<file path="src/cmc_pkg.sv">
/*
  package for the can mode control block: register layout, mode codes, timing.
  assumes a 16-bit control register reached over a plain strobe port.
*/
package cmc_pkg;
    // ------------------------------------------------------------
    // register map
    // ------------------------------------------------------------
    localparam logic [3:0]  ADDR_CTRL        = 4'h0;
    localparam logic [3:0]  ADDR_STATUS      = 4'h1;
    localparam logic [3:0]  ADDR_BITDIV      = 4'h2;
    localparam logic [15:0] CTRL_RESET       = 16'h0480;
    localparam logic [15:0] CTRL_WMASK       = 16'h3709;
    localparam int          POS_IDLE_STOP    = 13;
    localparam int          POS_ABORT        = 12;
    localparam int          POS_REQ_LO       = 8;
    localparam int          POS_CUR_LO       = 5;
    localparam int          POS_CAPTURE      = 3;
    localparam int          POS_WINDOW       = 0;
    // ------------------------------------------------------------
    // modes
    // ------------------------------------------------------------
    localparam logic [2:0]  MODE_NORMAL      = 3'h0;
    localparam logic [2:0]  MODE_DISABLE     = 3'h1;
    localparam logic [2:0]  MODE_LOOPBACK    = 3'h2;
    localparam logic [2:0]  MODE_LISTEN      = 3'h3;
    localparam logic [2:0]  MODE_CONFIG      = 3'h4;
    localparam logic [2:0]  MODE_LISTEN_ALL  = 3'h7;
    // ------------------------------------------------------------
    // timing
    // ------------------------------------------------------------
    localparam logic [3:0]  IDLE_BITS        = 4'hb;
    localparam logic [15:0] BITDIV_RESET     = 16'h0063;
endpackage : cmc_pkg

</file>
<file path="src/cmc_bus_if.sv">
/*
  interface carrying the bit-time tick and idle detection between modules.
  assumes one clock shared by all users.
*/
`timescale 1ns/100ps
interface cmc_bus_if;
    logic bit_tick;
    logic bus_idle;
    logic rx_level;
    modport det (input bit_tick, input rx_level, output bus_idle);
    modport ctl (output bit_tick, output rx_level, input bus_idle);
endinterface : cmc_bus_if

</file>
<file path="src/cmc_top.sv">
/*
  can mode control register block with mode change arbitration and abort logic.
  assumes a strobe register port (read data one cycle later) and a can rx pin.
*/
// Operation
// - When idle stop is set the controller halts while the device is in idle, otherwise it runs on.
// - Writing one to abort all tx aborts every pending transmission and the bit self-clears when done.
// - The requested mode field takes codes 0,1,2,3,4,7 and software never writes 5 or 6.
// - The current mode field reports the mode in effect using the same codes.
// - With capture enabled each received message gives one capture pulse, otherwise none.
// - The window select bit picks filter registers when one and buffer registers when zero.
// - A mode change is taken only after at least 11 recessive bits of idle bus.
// - A transmission waiting out the idle period when disable is requested is aborted and flagged.
`timescale 1ns/100ps
module cmc_top
(
    input  wire logic        clk,
    input  wire logic        reset,
    input  wire logic [3:0]  addr,
    input  wire logic [15:0] wdata,
    input  wire logic        wr,
    input  wire logic        rd,
    output logic      [15:0] rdata,
    input  wire logic        can_rx,
    input  wire logic        device_idle,
    input  wire logic        rx_msg_done,
    input  wire logic        tx_pending,
    input  wire logic        tx_waiting_idle,
    input  wire logic        tx_all_aborted,
    output logic             ctl_running,
    output logic             abort_req,
    output logic             tx_aborted_flag,
    output logic             tx_request_clear,
    output logic             capture_event,
    output logic             filter_window,
    output logic      [2:0]  mode_out
);
    // ------------------------------------------------------------
    // state
    // ------------------------------------------------------------
    logic        idle_stop;
    logic        abort_all_tx;
    logic [2:0]  requested_mode;
    logic [2:0]  current_mode;
    logic        rx_capture_enable;
    logic        map_window_select;
    logic [15:0] bit_div;
    logic [15:0] div_cnt;
    logic        rx_sync;
    logic        tx_abort_sticky;
    logic [15:0] ctrl_word;
    logic        ctrl_wr;
    logic        disable_now;

    cmc_bus_if bus ();

    cmc_sync i_cmc_sync
    (
        .clk   (clk),
        .reset (reset),
        .din   (can_rx),
        .dout  (rx_sync)
    );

    cmc_idle_det i_cmc_idle_det
    (
        .clk   (clk),
        .reset (reset),
        .bus   (bus)
    );

    assign bus.rx_level = rx_sync;
    assign ctrl_wr      = wr && addr == cmc_pkg::ADDR_CTRL;

    // ------------------------------------------------------------
    // bit time tick
    // ------------------------------------------------------------
    // a divisor written below the running count reloads at once instead of wrapping
    always_ff @(posedge clk)
    begin
        if (reset || div_cnt >= bit_div)
            div_cnt <= 16'h0000;
        else
            div_cnt <= div_cnt + 16'h0001;
    end

    assign bus.bit_tick = (div_cnt >= bit_div);

    always_ff @(posedge clk)
    begin
        if (reset)
            bit_div <= cmc_pkg::BITDIV_RESET;
        else if (wr && addr == cmc_pkg::ADDR_BITDIV)
            bit_div <= wdata;
    end

    // ------------------------------------------------------------
    // control fields
    // ------------------------------------------------------------
    always_ff @(posedge clk)
    begin
        if (reset)
        begin
            idle_stop         <= 1'b0;
            rx_capture_enable <= 1'b0;
            map_window_select <= 1'b0;
            requested_mode    <= cmc_pkg::MODE_CONFIG;
        end
        else if (ctrl_wr)
        begin
            idle_stop         <= wdata[cmc_pkg::POS_IDLE_STOP];
            rx_capture_enable <= wdata[cmc_pkg::POS_CAPTURE];
            map_window_select <= wdata[cmc_pkg::POS_WINDOW];
            requested_mode    <= wdata[cmc_pkg::POS_REQ_LO +: 3];
        end
    end

    // set by write, cleared by hardware when all aborted; a fresh write wins
    always_ff @(posedge clk)
    begin
        if (reset)
            abort_all_tx <= 1'b0;
        else if (ctrl_wr && wdata[cmc_pkg::POS_ABORT])
            abort_all_tx <= 1'b1;
        else if (abort_all_tx && tx_all_aborted)
            abort_all_tx <= 1'b0;
    end

    assign abort_req = abort_all_tx;

    // ------------------------------------------------------------
    // mode change
    // ------------------------------------------------------------
    always_ff @(posedge clk)
    begin
        if (reset)
            current_mode <= cmc_pkg::MODE_CONFIG;
        else if (requested_mode != current_mode && bus.bus_idle
                 && !(requested_mode == cmc_pkg::MODE_CONFIG && tx_pending
                      && !tx_waiting_idle))
            current_mode <= requested_mode;
    end

    assign mode_out = current_mode;

    // disable requested while a transmission waits out the idle period
    assign disable_now = requested_mode == cmc_pkg::MODE_DISABLE
                         && current_mode != cmc_pkg::MODE_DISABLE && tx_waiting_idle;

    always_ff @(posedge clk)
    begin
        if (reset)
        begin
            tx_aborted_flag  <= 1'b0;
            tx_request_clear <= 1'b0;
        end
        else
        begin
            tx_aborted_flag  <= disable_now;
            tx_request_clear <= disable_now;
        end
    end

    // status sticky: set wins over a clearing write
    always_ff @(posedge clk)
    begin
        if (reset)
            tx_abort_sticky <= 1'b0;
        else if (disable_now)
            tx_abort_sticky <= 1'b1;
        else if (wr && addr == cmc_pkg::ADDR_STATUS && wdata[0])
            tx_abort_sticky <= 1'b0;
    end

    // ------------------------------------------------------------
    // run, capture and window outputs
    // ------------------------------------------------------------
    always_ff @(posedge clk)
    begin
        if (reset)
            ctl_running <= 1'b1;
        else
            ctl_running <= !(idle_stop && device_idle);
    end

    always_ff @(posedge clk)
    begin
        if (reset)
            capture_event <= 1'b0;
        else
            capture_event <= rx_capture_enable && rx_msg_done;
    end

    assign filter_window = map_window_select;

    // ------------------------------------------------------------
    // read back
    // ------------------------------------------------------------
    always_comb
    begin
        ctrl_word                                = 16'h0000;
        ctrl_word[cmc_pkg::POS_IDLE_STOP]        = idle_stop;
        ctrl_word[cmc_pkg::POS_ABORT]            = abort_all_tx;
        ctrl_word[cmc_pkg::POS_REQ_LO +: 3]      = requested_mode;
        ctrl_word[cmc_pkg::POS_CUR_LO +: 3]      = current_mode;
        ctrl_word[cmc_pkg::POS_CAPTURE]          = rx_capture_enable;
        ctrl_word[cmc_pkg::POS_WINDOW]           = map_window_select;
    end

    always_ff @(posedge clk)
    begin
        if (reset)
            rdata <= 16'h0000;
        else if (rd)
        begin
            case (addr)
                cmc_pkg::ADDR_CTRL:   rdata <= ctrl_word;
                cmc_pkg::ADDR_STATUS: rdata <= {14'h0000, bus.bus_idle, tx_abort_sticky};
                cmc_pkg::ADDR_BITDIV: rdata <= bit_div;
                default:              rdata <= 16'h0000;
            endcase
        end
        else
            rdata <= 16'h0000;
    end
endmodule : cmc_top

</file>
<file path="src/cmc_sync.sv">
/*
  three-stage input synchroniser; a change is taken once stages two and three agree.
  assumes an asynchronous pin input.
*/
`timescale 1ns/100ps
module cmc_sync
(
    input  wire logic clk,
    input  wire logic reset,
    input  wire logic din,
    output logic      dout
);
    logic [2:0] stage;

    always_ff @(posedge clk)
    begin
        if (reset)
            stage <= 3'h7;
        else
            stage <= {stage[1:0], din};
    end

    always_ff @(posedge clk)
    begin
        if (reset)
            dout <= 1'b1;
        else if (stage[1] == stage[2])
            dout <= stage[2];
    end
endmodule : cmc_sync

</file>
<file path="src/cmc_idle_det.sv">
/*
  counts consecutive recessive bits sampled on each bit tick; flags an idle bus.
  assumes bit_tick is a one-cycle pulse per bit time.
*/
`timescale 1ns/100ps
module cmc_idle_det
(
    input  wire logic clk,
    input  wire logic reset,
    cmc_bus_if.det    bus
);
    logic [3:0] run;

    always_ff @(posedge clk)
    begin
        if (reset)
            run <= 4'h0;
        else if (!bus.rx_level)
            run <= 4'h0;
        else if (bus.bit_tick && run != cmc_pkg::IDLE_BITS)
            run <= run + 4'h1;
    end

    assign bus.bus_idle = (run == cmc_pkg::IDLE_BITS);
endmodule : cmc_idle_det

</file>
<file path="config.mk">
export PLATFORM = sky130hd
export DESIGN_NAME = cmc_top
export DESIGN_NICKNAME = d
export VERILOG_FILES = /design/src/cmc_pkg.sv /design/src/cmc_bus_if.sv /design/src/cmc_top.sv /design/src/cmc_sync.sv /design/src/cmc_idle_det.sv
export SDC_FILE = /design/constraint.sdc
export NUM_CORES = 1
export LEC_CHECK = 0
export BUFFER_PORTS_ARGS = -buffer_cell sky130_fd_sc_hd__clkbuf_2
export CORE_MARGIN = 8
export CORE_UTILIZATION = 50
export DETAILED_ROUTE_END_ITERATION = 8
export GPL_TIMING_DRIVEN = 0
export HOLD_SLACK_MARGIN = 0.03
export PLACE_DENSITY = 0.77
export SETUP_SLACK_MARGIN = 0.02
export SLEW_MARGIN = 20
export SYNTH_ARGS = -nofsm -noshare
export SYNTH_HDL_FRONTEND = slang
export SYNTH_HIERARCHICAL = 1
export SYNTH_SLANG_ARGS = --single-unit
</file>
<file path="constraint.sdc">
create_clock -name clk -period 5.2 [get_ports clk]
set_input_delay 0.78 -clock clk [delete_from_list [all_inputs] [get_ports clk]]
set_output_delay 0.78 -clock clk [all_outputs]
set_load 0.05 [all_outputs]
</file>
==> flow_metrics.tcl <==
set metrics [dict create \
    cts_root_buf "clkbuf_8" \
    synth_seq_area_share_pct 44.8 \
    slew_violations 0 \
    crit_path_max_fanout 8 \
    syn-mean-instance-area_um2 9.20 \
    die_w_um 95.1 \
    dpl.cell_count 471 \
    finalCriticalPeriod_ns 2.55 \
    min_from "idle_stop" \
    area_growth_pct 18.8 \
    post_cts_buffers 0 \
    die_area_um2 9050 \
    start_util_pct 50.4 \
    finalNonFillerCells 487 \
    antenna_left 0 \
    ys_warn_count 6 \
    path_clk_slew_ns 0.08 \
    r2r_slack_ns 2.65 \
    antenna_found_initial 0 \
    synthArstFlopShare_pct 0 \
    grt_pass1_vias 2522 \
    num_vias 2640 \
    drt-total-wl_um 7230 \
    grt_usage_pct 16.4 \
    layout_commonest_cell "dfxtp_1" \
    nFillCells 519 \
    finClkSkew_ns 0.0101 \
    worstReg2RegEnd "i_cmc_idle_det/run[0]" \
    cts_hold_buffers 0 \
    worstMarginPinSlew_ns 0.777 \
    synthFlopType "dfxtp_1" \
    overflow 0 \
    seq_area_um2 1400 \
    clock_sinks 70 \
    fp.coreArea_um2 6200 \
    critical_path.startpoint_type "flip-flop" \
    syn_nets 388 \
    final_hold_viol_count 0 \
    portBuffers 54 \
    final_cell_mix "dfxtp_1, clkbuf_2, nand2_1" \
    cp.arrival_ns 2.84 \
    synth_edf_count 0 \
    synth.cell_area_um2 3130 \
    grt_pass1_wl_um 11600 \
    syn-instance-count 340 \
    die_y_um 95.1 \
    nets 453 \
    crit_required_ns 5.48 \
    drv_cap 0 \
    max_freq_ghz 0.392 \
    vias_per_cell 5.42 \
    cts_buffer_depth 2 \
    cts_tree "done" \
    hold_path_class "flip-flop to flip-flop" \
    clk_latency_ns 0.36 \
    total_leakage_power_nw 1.48 \
    place.gp.congestion 0.880 \
    num_rows 29 \
    status "complete, no violations" \
    rsz0062_at_grt "false" \
    power_density_nw_per_um2 295 \
    peakVddDrop_mv 0.204 \
    holdPathStages 1 \
    hpwl_um 5480 \
    reg2reg_from "bit_div[13]" \
    cp-end-kind "flip-flop" \
    drt_first_pass_iters 4 \
    drcViolationCount 0 \
    power.total_w 0.00110 \
    ys_types 44 \
    fin_crit_sh_pct 49.1 \
    grt_max_degree 14 \
    ys_ff_latch 70 \
    multiInputGateArea_um2 1570 \
    r2r.worst_path.cells 9 \
    io_pins 55 \
    num_antenna_cells 0 \
    final_util_pct 59.9 \
    cts_buffers 9 \
    htree_levels 3 \
    drive_gt1_share_pct 22.9 \
    routedWlPerCell_um 14.8 \
    first_iter_violations 110 \
    post_cts_resized 0 \
    timing_worst_setup_path_type "flip-flop to flip-flop" \
    slew_headroom_pct 47.8 \
    tns_ns 0 \
    whs_endpoint "ctl_running" \
    finalSetupViolCount 0 \
]
worst max-delay path, stage by stage (launching register included):
cell and delay, ns:
dfxtp_1 0.37, inv_1 0.06, ha_1 0.29, and4_1 0.25, nand4_1 0.23, nor2_1 0.47
or3_1 0.25, inv_1 0.07, or3_1 0.34, a21oi_1 0.14
cells in the mapped netlist (8+ instances only):
cell	instances	share of area, %
a21oi_1	23	3.7
a22oi_1	10	2.4
clkbuf_1	8	0.96
dfxtp_1	70	45
ha_1	18	7.2
inv_1	23	2.8
nand2_1	50	6.0
nand3_1	14	2.2
nor2_1	21	2.5
nor4_1	10	2.0
nor4_2	11	4.4
xnor2_1	10	2.8
metal layers:
layer / global-route usage [%] / share of wire (%)
met2: 28.8 / 49
met3: 4.02 / 7.3
met4: 7.67 / 1.9
met5: 0 / 0
met1: 18.2 / 42
worst max-delay path by stage:
stage | start | end | slack [ns]
final | bit_div[13] | i_cmc_idle_det/run[0] | 2.65
after global routing | bit_div[15] | i_cmc_idle_det/run[0] | 2.50
after CTS | bit_div[13] | i_cmc_idle_det/run[0] | 2.64
after detailed placement | bit_div[13] | i_cmc_idle_det/run[0] | 2.67
after global placement | bit_div[13] | i_cmc_idle_det/run[0] | 2.71
after floorplan | bit_div[9] | i_cmc_idle_det/run[2] | 2.93
area by class of cell:
cell class / instances / area share, %
Clock buffer: 9 / 3.33
Tap cell: 77 / 2.59
Timing Repair Buffer: 54 / 7.27
Sequential cell: 70 / 37.7
Multi-Input combinational cell: 233 / 42.1
Clock inverter: 7 / 2.66
Buffer: 14 / 2.02
Inverter: 23 / 2.32
cell families after synthesis:
logic type	share of synthesized area, %
AND/OR/NAND/NOR	25.7
flip-flops	44.8
AO/OA/AOI/OAI	12.3
buffers and inverters	5.16
adder cells (fa/ha/maj)	7.20
XOR/XNOR	4.20
multiplexers	0.640
registers in the layout (all words and copies together), names as in the netlist:
register	count
bit_div	16
div_cnt	16
rdata	16
i_cmc_idle_det/run	4
i_cmc_sync/stage	3
mode_out	3
requested_mode	3
abort_req	1
capture_event	1
ctl_running	1
filter_window	1
i_cmc_sync/dout	1
idle_stop	1
rx_capture_enable	1
tx_abort_sticky	1
tx_request_clear	1
where the power goes:
part / leakage, nW / internal, W / total (W) / switching [W]
clock: 0.109 / 0.000271 / 0.000491 / 0.000220
combinational: 0.809 / 0.0000239 / 0.0000575 / 0.0000336
sequential: 0.566 / 0.000541 / 0.000547 / 0.00000581
total: 1.48 / 0.000837 / 0.00110 / 0.000259
stage by stage:
| stage | area (um^2) | hold slack [ns] | worst slack (ns) |
|---|---|---|---|
| 2_1_floorplan | 3130 | 0.381 | 2.93 |
| 3_3_place_gp | 3500 | 0.395 | 2.71 |
| 3_5_place_dp | 3500 | 0.398 | 2.67 |
| 4_1_cts | 3720 | 0.422 | 2.64 |
| 5_1_grt | 3720 | 0.435 | 2.50 |
| 6_report | 3720 | 0.424 | 2.65 |
No activity file was read; power rests on OpenSTA's default activity.
